**src/smp_pkg.sv**
```systemverilog
package smp_pkg;
    localparam int MOD_N  = 6;
    localparam int DATA_W = 64;
    localparam int CODE_W = 8;
    localparam int ADDR_W = 16;

    typedef enum logic [2:0] {
        MOD_INSTR_MEM = 3'h0, MOD_DATA_MEM = 3'h1, MOD_ICACHE = 3'h2,
        MOD_DCACHE    = 3'h3, MOD_TLB      = 3'h4, MOD_CLUSTER = 3'h5
    } smp_mod_t;

    typedef enum logic [3:0] {
        SRC_FETCH   = 4'h0, SRC_LSU     = 4'h1, SRC_FILL  = 4'h2,
        SRC_CCM_ADDR = 4'h3, SRC_CCM_ALL = 4'h4, SRC_INV_ALL = 4'h5,
        SRC_EVICT   = 4'h6, SRC_SLAVE   = 4'h7, SRC_DEBUG = 4'h8,
        SRC_FENCE_ADDR = 4'h9
    } smp_src_t;

    typedef enum logic [3:0] {
        ST_IDLE = 4'h1, ST_ISSUE = 4'h2, ST_CHECK = 4'h4, ST_WRITE = 4'h8
    } smp_fsm_t;

    // csr addresses
    localparam logic [11:0] CSR_INSTR_MEM_CTL = 12'h7c0;
    localparam logic [11:0] CSR_DATA_MEM_CTL  = 12'h7c1;
    localparam logic [11:0] CSR_INJ_CODE      = 12'h7c2;
    localparam logic [11:0] CSR_CACHE_CTL     = 12'h7ca;
    localparam logic [11:0] CSR_TLB_CTL       = 12'h7dd;
    localparam logic [11:0] CSR_LOCK          = 12'h7de;
    localparam logic [11:0] CSR_PROT_CTL      = 12'hbc0;
    localparam logic [11:0] CSR_ERR_STATUS    = 12'hbc4;
    localparam logic [11:0] CSR_ICFG          = 12'hfc0;
    localparam logic [11:0] CSR_DCFG          = 12'hfc1;
    localparam logic [11:0] CSR_CCFG          = 12'hfc2;
    localparam logic [11:0] CSR_TCFG          = 12'hfc3;

    localparam logic [11:0] CTL_ADDR [MOD_N] = '{CSR_INSTR_MEM_CTL,
        CSR_DATA_MEM_CTL, CSR_CACHE_CTL, CSR_CACHE_CTL, CSR_TLB_CTL,
        CSR_PROT_CTL};
    localparam int CTL_LSB [MOD_N] = '{0, 0, 8, 16, 0, 0};

    // control field positions, relative to a module's field group
    localparam int F_EN       = 0;
    localparam int F_EXC      = 1;
    localparam int F_INJ_TAG  = 2;
    localparam int F_INJ_DATA = 3;
    localparam int F_CHK      = 6;
    // injection_code layout, and the CSR_LOCK bit
    localparam int CODE_LSB  = 0;
    localparam int DFLAG_LSB = 16;
    localparam int SFLAG_LSB = 24;
    localparam int LOCK_BIT  = 0;

    localparam logic [31:0] CFG_INFO_VAL = 32'h0000_0001;
    localparam logic [5:0]  SFLAG_MASK   = 6'h1f;
    localparam logic [7:0]  UNIT_NARROW  = 8'h0f;
    localparam logic [7:0]  UNIT_WIDE    = 8'hff;
    localparam logic [63:0] DMASK_NARROW = 64'h0000_0000_ffff_ffff;

    typedef struct packed {
        logic en;
        logic exc;
        logic inj;
        logic chk;
    } smp_ctl_t;
    localparam smp_ctl_t CTL_RST = '{en: 1'b1, exc: 1'b0, inj: 1'b0,
                                     chk: 1'b0};

    typedef struct packed {
        logic        valid;
        logic        we;
        logic        mmode;
        logic [11:0] addr;
        logic [31:0] wdata;
    } smp_csr_req_t;

    typedef struct packed {
        logic              valid;
        logic              we;
        smp_src_t          src;
        smp_mod_t          mod;
        logic              way_derr;
        logic [7:0]        bmask;
        logic [ADDR_W-1:0] addr;
        logic [DATA_W-1:0] wdata;
    } smp_acc_req_t;

    typedef struct packed {
        logic              en;
        logic              we;
        logic [ADDR_W-1:0] addr;
        logic [DATA_W-1:0] wdata;
        logic [CODE_W-1:0] code;
    } smp_ram_req_t;

    typedef struct packed {
        logic [DATA_W-1:0] data;
        logic [CODE_W-1:0] code;
    } smp_ram_rsp_t;

    typedef struct packed {
        logic              valid;
        logic [DATA_W-1:0] rdata;
        logic              sbe;
        logic              dbe;
        logic              bus_err;
        logic              exc_precise;
        logic              exc_imprecise;
        logic              store_fault;
        logic              tval_clear;
    } smp_resp_t;

    typedef struct packed {
        smp_fsm_t                fsm;
        smp_acc_req_t            req;
        smp_ctl_t [MOD_N-1:0]    ctl;
        logic [CODE_W-1:0]       code;
        logic [MOD_N-1:0]        dflags;
        logic [MOD_N-1:0]        sflags;
        logic [MOD_N-1:0]        status;
        logic                    lock;
        logic [31:0]             csr_rdata;
        smp_resp_t               resp;
        smp_ram_req_t            ram;
        logic [MOD_N-1:0]        err_s;
        logic [MOD_N-1:0]        err_d;
    } smp_state_t;
endpackage

```
**src/smp_protection.sv**
```systemverilog
`timescale 1ns/1ns
`default_nettype none
module smp_protection (
    // clock and reset
    input  wire logic                  i_core_clk,
    input  wire logic                  i_resetn,
    // csr port
    input  wire smp_pkg::smp_csr_req_t i_csr,
    output logic [31:0]                o_csr_rdata,
    // core access to protected arrays
    input  wire smp_pkg::smp_acc_req_t i_acc,
    output logic                       o_acc_ready,
    output smp_pkg::smp_resp_t         o_resp,
    // sram array
    output smp_pkg::smp_ram_req_t      o_ram,
    input  wire smp_pkg::smp_ram_rsp_t i_ram_rsp,
    // soc error indications
    output logic [5:0]                 o_err_single,
    output logic [5:0]                 o_err_double
);
    logic [1:0]                 rst_q;
    logic                       rst_n;
    smp_pkg::smp_state_t        st_reg;
    smp_pkg::smp_state_t        st_next;
    smp_pkg::smp_ctl_t          ctl_q;
    logic [6:0]                 syn;
    logic                       ovr;
    logic                       chk_on;
    logic                       sbe;
    logic                       dbe;
    logic [63:0]                corr;
    logic [63:0]                merged;
    logic [7:0]                 um;
    logic                       full_in;
    logic                       inj_in;
    logic [63:0]                acc_data;
    logic [7:0]                 acc_code;
    logic [7:0]                 rmw_code;
    logic                       csr_wr;
    logic [31:0]                rd;
    logic [5:0]                 ev_s;
    logic [5:0]                 ev_d;

    function automatic logic [6:0] ham(input logic [63:0] d);
        logic [6:0] p;
        logic [7:0] pos;
        p = 7'h0;
        pos = 8'h3;
        for (int i = 0; i < smp_pkg::DATA_W; i++) begin
            if ((pos & (pos - 8'h1)) == 8'h0) pos = pos + 8'h1;
            if (d[i]) p = p ^ pos[6:0];
            pos = pos + 8'h1;
        end
        return p;
    endfunction

    function automatic logic [7:0] enc(input logic [63:0] d);
        logic [6:0] h;
        h = ham(d);
        return {^{d, h}, h};
    endfunction

    // flips the data bit whose hamming position equals the syndrome
    function automatic logic [63:0] fix(input logic [63:0] d,
                                        input logic [6:0]  s);
        logic [63:0] r;
        logic [7:0]  pos;
        r = d;
        pos = 8'h3;
        for (int i = 0; i < smp_pkg::DATA_W; i++) begin
            if ((pos & (pos - 8'h1)) == 8'h0) pos = pos + 8'h1;
            if (pos[6:0] == s) r[i] = ~d[i];
            pos = pos + 8'h1;
        end
        return r;
    endfunction

    function automatic logic narrow(input smp_pkg::smp_mod_t m);
        return m == smp_pkg::MOD_DATA_MEM || m == smp_pkg::MOD_DCACHE;
    endfunction

    function automatic logic [63:0] dmask(input smp_pkg::smp_mod_t m);
        return narrow(m) ? smp_pkg::DMASK_NARROW : '1;
    endfunction

    function automatic logic inj_ok(input smp_pkg::smp_ctl_t c,
                                    input smp_pkg::smp_src_t s,
                                    input smp_pkg::smp_mod_t m);
        return c.inj && (s == smp_pkg::SRC_FILL ||
            (s == smp_pkg::SRC_LSU && (m == smp_pkg::MOD_INSTR_MEM ||
                                       m == smp_pkg::MOD_DATA_MEM)));
    endfunction

    function automatic logic [31:0] ctl_img(input smp_pkg::smp_ctl_t c);
        logic [31:0] r;
        r = 32'h0;
        r[smp_pkg::F_EN] = c.en;
        r[smp_pkg::F_EXC] = c.exc;
        r[smp_pkg::F_INJ_TAG] = c.inj;
        r[smp_pkg::F_INJ_DATA] = c.inj;
        r[smp_pkg::F_CHK] = c.chk;
        return r;
    endfunction

    function automatic smp_pkg::smp_ctl_t ctl_parse(input logic [31:0] w);
        smp_pkg::smp_ctl_t c;
        c.en = w[smp_pkg::F_EN];
        c.exc = w[smp_pkg::F_EXC];
        c.inj = w[smp_pkg::F_INJ_TAG] | w[smp_pkg::F_INJ_DATA];
        c.chk = w[smp_pkg::F_CHK];
        return c;
    endfunction

    always_ff @(posedge i_core_clk or negedge i_resetn) begin
        if (!i_resetn) begin
            rst_q <= 2'h0;
        end else begin
            rst_q <= {rst_q[0], 1'b1};
        end
    end
    assign rst_n = rst_q[1];

    // decode of the word returned by the array
    assign ctl_q = st_reg.ctl[st_reg.req.mod];
    assign chk_on = ctl_q.en & ctl_q.chk;
    assign syn = ham(i_ram_rsp.data) ^ i_ram_rsp.code[6:0];
    assign ovr = ^{i_ram_rsp.data, i_ram_rsp.code};
    assign sbe = chk_on & ovr;
    assign dbe = chk_on & ((!ovr && syn != 7'h0) | st_reg.req.way_derr);
    assign corr = (sbe ? fix(i_ram_rsp.data, syn) : i_ram_rsp.data)
                  & dmask(st_reg.req.mod);

    genvar b;
    generate
        for (b = 0; b < smp_pkg::DATA_W / 8; b++) begin : g_merge
            assign merged[b*8 +: 8] = st_reg.req.bmask[b] ?
                st_reg.req.wdata[b*8 +: 8] : corr[b*8 +: 8];
        end
    endgenerate

    assign um = narrow(i_acc.mod) ? smp_pkg::UNIT_NARROW
                                  : smp_pkg::UNIT_WIDE;
    assign full_in = i_acc.mod == smp_pkg::MOD_TLB || (i_acc.bmask & um) == um;
    assign inj_in = inj_ok(st_reg.ctl[i_acc.mod], i_acc.src, i_acc.mod);
    assign acc_data = i_acc.wdata & dmask(i_acc.mod);
    assign acc_code = inj_in ? st_reg.code : enc(acc_data);
    assign rmw_code = inj_ok(ctl_q, st_reg.req.src, st_reg.req.mod) ?
        st_reg.code : enc(merged & dmask(st_reg.req.mod));
    assign csr_wr = i_csr.valid & i_csr.we & i_csr.mmode & !st_reg.lock;

    always_comb begin
        rd = 32'h0;
        for (int m = 0; m < smp_pkg::MOD_N; m++) begin
            if (i_csr.addr == smp_pkg::CTL_ADDR[m])
                rd = rd | (ctl_img(st_reg.ctl[m]) << smp_pkg::CTL_LSB[m]);
        end
        case (i_csr.addr)
            smp_pkg::CSR_INJ_CODE: begin
                rd[smp_pkg::CODE_LSB +: smp_pkg::CODE_W] = st_reg.code;
                rd[smp_pkg::DFLAG_LSB +: smp_pkg::MOD_N] = st_reg.dflags;
                rd[smp_pkg::SFLAG_LSB +: smp_pkg::MOD_N] = st_reg.sflags;
            end
            smp_pkg::CSR_ERR_STATUS: rd[smp_pkg::MOD_N-1:0] = st_reg.status;
            smp_pkg::CSR_LOCK:       rd[smp_pkg::LOCK_BIT] = st_reg.lock;
            smp_pkg::CSR_ICFG, smp_pkg::CSR_DCFG, smp_pkg::CSR_CCFG,
            smp_pkg::CSR_TCFG:       rd = smp_pkg::CFG_INFO_VAL;
            default:                 rd = rd;
        endcase
    end

    always_comb begin
        st_next = st_reg;
        st_next.resp = '0;
        st_next.ram.en = 1'b0;
        st_next.ram.we = 1'b0;
        st_next.err_s = 6'h0;
        st_next.err_d = 6'h0;
        ev_s = 6'h0;
        ev_d = 6'h0;
        st_next.csr_rdata = (i_csr.valid & i_csr.mmode) ? rd : 32'h0;
        for (int m = 0; m < smp_pkg::MOD_N; m++) begin
            if (csr_wr && i_csr.addr == smp_pkg::CTL_ADDR[m])
                st_next.ctl[m] =
                    ctl_parse(i_csr.wdata >> smp_pkg::CTL_LSB[m]);
        end
        if (csr_wr && i_csr.addr == smp_pkg::CSR_INJ_CODE) begin
            st_next.code = i_csr.wdata[smp_pkg::CODE_LSB +: smp_pkg::CODE_W];
            st_next.dflags = i_csr.wdata[smp_pkg::DFLAG_LSB +: smp_pkg::MOD_N];
            st_next.sflags = i_csr.wdata[smp_pkg::SFLAG_LSB +: smp_pkg::MOD_N];
        end
        if (csr_wr && i_csr.addr == smp_pkg::CSR_ERR_STATUS) begin
            st_next.status = i_csr.wdata[smp_pkg::MOD_N-1:0];
            st_next.err_d = i_csr.wdata[smp_pkg::MOD_N-1:0];
        end
        if (i_csr.valid && i_csr.we && i_csr.mmode &&
            i_csr.addr == smp_pkg::CSR_LOCK && i_csr.wdata[smp_pkg::LOCK_BIT])
            st_next.lock = 1'b1;

        case (st_reg.fsm)
            smp_pkg::ST_IDLE: begin
                if (i_acc.valid) begin
                    st_next.req = i_acc;
                    if (i_acc.src == smp_pkg::SRC_INV_ALL) begin
                        st_next.resp.valid = 1'b1;
                    end else if (i_acc.we && full_in) begin
                        st_next.ram = '{en: 1'b1, we: 1'b1, addr: i_acc.addr,
                            wdata: acc_data, code: acc_code};
                        st_next.fsm = smp_pkg::ST_WRITE;
                    end else begin
                        st_next.ram.en = 1'b1;
                        st_next.ram.addr = i_acc.addr;
                        st_next.fsm = smp_pkg::ST_ISSUE;
                    end
                end
            end
            smp_pkg::ST_ISSUE: st_next.fsm = smp_pkg::ST_CHECK;
            smp_pkg::ST_CHECK: begin
                st_next.fsm = smp_pkg::ST_IDLE;
                st_next.resp.valid = 1'b1;
                if (dbe) begin
                    ev_d[st_reg.req.mod] = 1'b1;
                    st_next.resp.dbe = 1'b1;
                    case (st_reg.req.src)
                        smp_pkg::SRC_FETCH:
                            st_next.resp.exc_precise = ctl_q.exc;
                        smp_pkg::SRC_LSU, smp_pkg::SRC_EVICT:
                            st_next.resp.exc_imprecise = ctl_q.exc;
                        smp_pkg::SRC_CCM_ADDR, smp_pkg::SRC_CCM_ALL,
                        smp_pkg::SRC_FENCE_ADDR: begin
                            st_next.resp.store_fault = ctl_q.exc;
                            st_next.resp.tval_clear = ctl_q.exc;
                        end
                        smp_pkg::SRC_SLAVE, smp_pkg::SRC_DEBUG:
                            st_next.resp.bus_err = 1'b1;
                        default: st_next.resp.bus_err = 1'b0;
                    endcase
                end else begin
                    ev_s[st_reg.req.mod] = sbe;
                    st_next.resp.sbe = sbe;
                    st_next.resp.rdata = corr;
                    if (st_reg.req.we) begin
                        st_next.resp.valid = 1'b0;
                        st_next.ram = '{en: 1'b1, we: 1'b1,
                            addr: st_reg.req.addr,
                            wdata: merged & dmask(st_reg.req.mod),
                            code: rmw_code};
                        st_next.fsm = smp_pkg::ST_WRITE;
                    end else if (sbe) begin
                        st_next.ram = '{en: 1'b1, we: 1'b1,
                            addr: st_reg.req.addr, wdata: corr,
                            code: enc(corr)};
                        st_next.fsm = smp_pkg::ST_WRITE;
                    end
                end
            end
            smp_pkg::ST_WRITE: begin
                st_next.fsm = smp_pkg::ST_IDLE;
                st_next.resp.valid = st_reg.req.we;
            end
            default: st_next.fsm = smp_pkg::ST_IDLE;
        endcase

        // hardware events win over a same-cycle software clear, except MOD_CLUSTER single errors, which never set sflags
        st_next.dflags = st_next.dflags | ev_d;
        st_next.sflags = st_next.sflags | (ev_s & smp_pkg::SFLAG_MASK);
        st_next.status = st_next.status | ev_d;
        st_next.err_s = ev_s;
        st_next.err_d = st_next.err_d | ev_d;
    end

    always_ff @(posedge i_core_clk or negedge rst_n) begin
        if (!rst_n) begin
            st_reg <= '0;
            st_reg.fsm <= smp_pkg::ST_IDLE;
            st_reg.ctl <= {smp_pkg::MOD_N{smp_pkg::CTL_RST}};
        end else begin
            st_reg <= st_next;
        end
    end

    assign o_csr_rdata = st_reg.csr_rdata;
    assign o_acc_ready = st_reg.fsm == smp_pkg::ST_IDLE;
    assign o_resp = st_reg.resp;
    assign o_ram = st_reg.ram;
    assign o_err_single = st_reg.err_s;
    assign o_err_double = st_reg.err_d;
endmodule
`default_nettype wire

```
**config.mk**
```make
export PLATFORM = sky130hd
export DESIGN_NAME = smp_protection
export DESIGN_NICKNAME = d
export VERILOG_FILES = /design/src/smp_pkg.sv /design/src/smp_protection.sv
export SDC_FILE = /design/constraint.sdc
export NUM_CORES = 1
export LEC_CHECK = 0
export BUFFER_PORTS_ARGS = -buffer_cell sky130_fd_sc_hd__clkbuf_2
export CAP_MARGIN = 20
export CORE_ASPECT_RATIO = 0.6
export CORE_MARGIN = 5
export CORE_UTILIZATION = 45
export DETAILED_ROUTE_END_ITERATION = 16
export PLACE_DENSITY = 0.66
export SLEW_MARGIN = 20
export SYNTH_ARGS = -nofsm -noshare
export SYNTH_HDL_FRONTEND = slang
export SYNTH_SLANG_ARGS = --single-unit
```
**constraint.sdc**
```tcl
create_clock -name i_core_clk -period 11.86 [get_ports i_core_clk]
set_clock_uncertainty 0.1 [all_clocks]
set_input_delay 1.186 -clock i_core_clk [delete_from_list [all_inputs] [get_ports i_core_clk]]
set_output_delay 1.186 -clock i_core_clk [all_outputs]
set_load 0.1 [all_outputs]
```
==> results.cfg, run 1 <==
[finish]
drive_gt1_share_pct = 27.9
largest_register_ff_count = 152
final_cell_mix = clkbuf_2, dfrtp_1, xnor2_1
final_common_cell = clkbuf_2
synthToLayoutAreaGrowth_pct = 11.1
fill_cells = 5004
final_nets = 2860

[clock_network]
cts_buffers = 37
clk_pin_slew_worst_paths_ns = 0.06
postCtsSetupRepairBufs = 0
cts.repair.resized = 0
cts_sinks = 352
clk_latency_ns = 0.56
cts_max_level = 2
clockRootBuffer = clkbuf_16
cts_buffer_depth = 3
cts_tree = built
hold_buffers = 0

[timing]
finalSetupViolations = 0
hold_viol = 0
fmax_ghz = 0.130
rsz0062_at_grt = false
post-route-period-util_pct = 64.7
fin_crit_ns = 7.67
slew_violations = 0
whs_ns = 0.245
tightest_slew_ns = 1.27
fin_setup_tns_ns = 0
slew_headroom_pct = 14.6

[synthesis]
ys_types = 80
syn-cell-area_um2 = 24500
avgSynthCellArea_um2 = 9.95
synth_edf_count = 0
synthArstFlopShare_pct = 100
yosysTopAreaCell = dfrtp_1
synth_top_flop_cell = dfrtp_1
synth_seq_area_share_pct = 35.9
yosysWarnings = 0
synth_seq_cells = 352
synthTopCellsByArea = dfrtp_1, xnor2_1, buf_4
synth_top_area_share_pct = 35.2
synth_cells = 2467

[route]
drtIter0Drc = 2914
wl_per_cell_um = 28.7
ant_nets = 0
via_per_inst = 5.97
drcViolationCount = 0
wirelength_um = 97200
vias = 20200
dr.pass1.iters = 6

[critical_path]
startpoint_type = primary input
required_ns = 12.19
cp.arrival_ns = 8.00
cp_max_fo = 67
slowest_stage = nand2_1
slowest_delay_ns = 0.80
endpoint_kind = register
crit_chain = clkbuf_2, xnor2_2, xnor3_1, xnor2_1, xor3_1, nor3_1, or2_2, a31oi_1, nor2_1, nor2_1, nor2_1, buf_4, nand2_1, nand2_1, nor2_1, buf_4, inv_4, buf_4, mux2_2
cp_num_buf_inv = 5
path_class = in2reg
critPathMostFrequentCell = nor2_1
path_delay_family = simple AND/OR/NAND/NOR gates

[floorplanning]
start_util_pct = 45.4
top_level_ports = 426
core.rowCount = 66
die_area_um2 = 59500
die_w_um = 312
core_um2 = 54100
dieHeight_um = 191

[placement]
routabilityCongestion = 1.00
numPortBuffers = 413
hpwl_um = 76500

[global_route]
grt_first_pass_wirelength_um = 139000
grt_usage_pct = 31.7
overflow = 0
antenna_found_initial = 10
grt_pass1_vias = 19600
grt_max_degree = 73

[run_status]
status = finished clean

[flow_run]
max_cap_viol_count = 0

[worst_hold_path]
hold_path.class = reg2reg
-- final cells by class --
| type | instances | area, um2 | share of cell area, % |
|---|---|---|---|
| multi-input cells | 1759 | 13600 | 50.0 |
| flip-flops and latches | 352 | 8820 | 32.3 |
| repair buffers | 465 | 2460 | 9.01 |
| clock buffers | 50 | 1080 | 3.95 |
| well taps | 714 | 893 | 3.28 |
| clock inverters | 17 | 284 | 1.04 |
| inverters | 26 | 100 | 0.367 |
| diodes | 3 | 7.51 | 0.0275 |
-- metrics by stage --
stage	utilization [%]	std cells	worst slack [ns]	instance area [um2]
floorplan	-	2472	1.24	24600
global placement	47.9	3315	3.93	25900
detailed placement	47.9	3315	3.97	25900
CTS	50.4	3382	4.52	27300
global route	50.4	3386	4.00	27300
finish	50.4	3386	4.19	27300
-- metal layers --
metal,global-route usage [%],part of all wire (%)
met1,49.2,46
met2,42.9,39
met3,10.6,13
met4,5.57,1.7
met5,0,0.086
-- worst paths after layout --
check | endpoint | cells past startpoint | slack [ns] | startpoint
setup / recovery | o_ram[61]$_DFFE_PN0P_ | 19 | 4.19 | i_ram_rsp[31]
hold / removal | rst_q[1]$_DFF_PN0_ | 0 | 0.24 | rst_q[0]$_DFF_PN0_
setup reg to reg | o_ram[7]$_DFFE_PN0P_ | 17 | 5.18 | st_reg[346]$_DFFE_PN0P_
hold reg to reg | rst_q[1]$_DFF_PN0_ | 0 | 0.24 | rst_q[0]$_DFF_PN0_
max in group asynchronous | st_reg[237]$_DFFE_PN0P_ | 3 | 8.55 | rst_q[1]$_DFF_PN0_
min in group asynchronous | o_resp[36]$_DFF_PN0_ | 0 | 0.26 | rst_q[1]$_DFF_PN0_
-- logic make-up (layout without fill, tap and decap cells) --
kind of cell,count (synthesis),in the layout,synth area share [%]
AOI/OAI and AO/OA,380,380,10.7
xor gates and xnor gates,554,554,24.2
buffers and inverters,361,558,8.89
DFF,352,352,35.9
muxes,164,164,7.56
other,2,10,0.0306
and+or+nand+nor,654,654,12.7
-- cells in the mapped netlist, types with 31 or more instances --
master and n:
a22oi_1 41, nor2_1 236, xnor2_1 340, mux2_2 131
nor3_1 53, dfrtp_1 345, xor2_1 130, nor4_1 41
clkbuf_1 102, a21oi_1 95, xnor3_1 57, o21ai_0 52
and3_1 31, nand2_1 151, buf_4 207
Power of run 1 is not shown: default switching activity piles up to over one toggle a cycle in this logic, so the estimate is an artifact.
==> run 2, diff against run 1 <==
ABC_AREA = 1   (was default)
PLACE_DENSITY = default   (was 0.66)
clock period = 7.4 ns   (was 11.86 ns; I/O delays follow)
==> run 2 against run 1 <==
  * Synthesized cell count rose by 100%
  * Worst hold slack got worse by 0.0047 ns
  * Synthesized area rose by 25%
==> results.cfg, run 2 <==
[finish]
synthToLayoutAreaGrowth_pct = 9.09
largest_register_ff_count = 152
fill_cells = 7178
drive_gt1_share_pct = 15.2
final_cell_mix = nand2_1, inv_1, nand3_1
instances_no_fill = 6066
final_common_cell = nand2_1
fin_util_pct = 49.5
final_nets = 5343

[timing]
hold_viol = 0
fin_crit_ns = 6.36
slew_violations = 0
fin_setup_tns_ns = 0
rsz0062_at_grt = false
post-route-period-util_pct = 86.0
postLayoutSetupSlackWorst_ns = 1.04
tightest_slew_ns = 1.01
finalSetupViolations = 0
slew_headroom_pct = 32.8
fmax_ghz = 0.157

[global_route]
grt_first_pass_wirelength_um = 195000
grtUsageMet2_pct = 44.8
use_met3_pct = 12.1
overflow = 0
antenna_found_initial = 4
grt_usage_pct = 35.7
grt_max_degree = 115
grt_pass1_vias = 29000
grt_util_met1_pct = 57.8
top_usage_layer = met1

[critical_path]
cp_max_fo = 9
startpoint_type = primary input
slowest_delay_ns = 0.44
required_ns = 7.78
critPathMostFrequentCell = nand2_1
path_class = in2reg
cp.arrival_ns = 6.74
slowest_stage = nor2_2
endpoint_kind = register

[route]
drtIter0Drc = 4612
vias = 33100
wl_per_cell_um = 22.6
ant_nets = 0
dr.pass1.iters = 9
wirelength_um = 137000
via_per_inst = 5.46
drcViolationCount = 0

[run_status]
status = finished clean

[floorplanning]
die_area_um2 = 73900
top_level_ports = 426
core_um2 = 67900
start_util_pct = 45.3
die_w_um = 348
core.rowCount = 74
dieHeight_um = 213

[flow_run]
max_cap_viol_count = 0

[synthesis]
synthMuxAreaShare_pct = 0.0732
yosysTopAreaCell = dfrtp_1
synth_xor_area_share_pct = 8.61
synth_edf_count = 0
synth_cells = 4951
synth_seq_cells = 352
synth_top_flop_cell = dfrtp_1
synth_fa_ha_area_share_pct = 0
synthTopCellsByArea = dfrtp_1, nand2_1, nand3_1
post-synth-top-count-cell = nand2_1
synthSimpleGateAreaFrac_pct = 39.5
synth_top_family_by_area = simple AND/OR/NAND/NOR gates
synthArstFlopShare_pct = 100
ys_top_cells_by_count = nand2_1, inv_1, nand3_1
synth_top_area_share_pct = 28.1
ys_types = 64
syn-cell-area_um2 = 30800
synth_compound_area_share_pct = 9.32
yosysWarnings = 0
avgSynthCellArea_um2 = 6.22
synth_seq_area_share_pct = 28.7

[pwr]
p_leak_uw = 0.0190
ir_worst_vdd_uv = 320
p_per_area_nw_per_um2 = 523

[worst_hold_path]
hold_path.class = reg2async

[placement]
place_ws_ns = 0.994
placed_cells_incl_taps = 5996
hpwl_um = 112000
numPortBuffers = 413
routabilityCongestion = 1.06

[clock_network]
clockRootBuffer = clkbuf_16
cts_buffer_depth = 3
cts_sinks = 352
clk_latency_ns = 0.56
cts_buffers = 37
clk_pin_slew_worst_paths_ns = 0.07
cts_max_level = 2
cts_tree = built
cts.repair.resized = 0
-- run 2: cell count changes after synthesis, sizes merged, moves of 60 or more --
| cell | previous run | this run |
|---|---|---|
| inv | 26 | 540 |
| mux2 | 131 | 2 |
| nand2 | 151 | 2046 |
| nand3 | 15 | 444 |
| nor2 | 237 | 344 |
| o21ai | 57 | 236 |
| xnor2 | 356 | 139 |
| xnor3 | 60 | 0 |
-- run 2: path summary, 6_finish.rpt --
kind | startpoint | endpoint | slack, ns | depth (start not counted)
setup / recovery | i_ram_rsp[49] | o_ram[7]$_DFFE_PN0P_ | 1.04 | 46
hold / removal | rst_q[1]$_DFF_PN0_ | o_resp[25]$_DFF_PN0_ | 0.24 | 1
setup reg to reg | st_reg[346]$_DFFE_PN0P_ | o_ram[7]$_DFFE_PN0P_ | 1.15 | 36
hold reg to reg | rst_q[1]$_DFF_PN0_ | o_resp[25]$_DFF_PN0_ | 0.24 | 1
max in group asynchronous | rst_q[1]$_DFF_PN0_ | st_reg[329]$_DFFE_PN0P_ | 5.37 | 2
min in group i_core_clk | rst_q[0]$_DFF_PN0_ | rst_q[1]$_DFF_PN0_ | 0.25 | 0
-- run 2: report_power, final --
part / switching, uW / internal, uW / leakage [uW]
clock: 891 / 1080 / 0.000602
sequential: 382 / 2460 / 0.00452
combinational: 9570 / 3180 / 0.0138
total: 10800 / 6720 / 0.0190
-- run 2: worst max-delay path: cells and delay by family --
| family | cells | cell delay [ns] |
|---|---|---|
| AO/OA/AOI/OAI | 1 | 0.13 |
| buffers and inverters | 6 | 1.14 |
| AND/OR/NAND/NOR | 39 | 4.68 |
-- run 2: timing repair --
action / in CTS / in global routing
hold buffers: 1 / 0
hold endpoints to repair: 2 / 0
setup buffers: 0 / 0
endpoints found under the setup margin: 0 / 0
-- run 2: final cells by class --
class	count	area, um2	area share, %
antenna	3	7.51	0.0224
clock buffer	49	1040	3.11
clock inverter	17	173	0.514
inverter	550	2060	6.15
multi-input combinational	3712	17800	53.0
sequential	352	8820	26.3
tap	912	1140	3.40
timing repair buffer	471	2540	7.57
-- run 2: per-stage QoR --
step | area [um2] | hold WS, ns | power, uW
2_1_floorplan | 30800 | 0.231 | 12200
3_3_place_gp | 32300 | 0.250 | 15000
3_5_place_dp | 32300 | 0.238 | 15100
4_1_cts | 33600 | 0.253 | 17200
5_1_grt | 33600 | 0.271 | 18800
6_report | 33600 | 0.240 | 17600
-- run 2: logic make-up after synthesis --
| kind of cell | Yosys count |
|---|---|
| xor+xnor | 294 |
| buf+inv | 892 |
| mux | 2 |
| other cells | 2 |
| flops | 352 |
| simple gates | 2909 |
| compound gates | 500 |
-- run 2: metal layers --
metal  part of all wire (%)  wire length [um]
met4                    1.8              2510
met5                      0                 0
met2                     36             49700
met3                     15             20000
met1                     47             64800
Note: power is estimated with default switching activity, not from simulation.
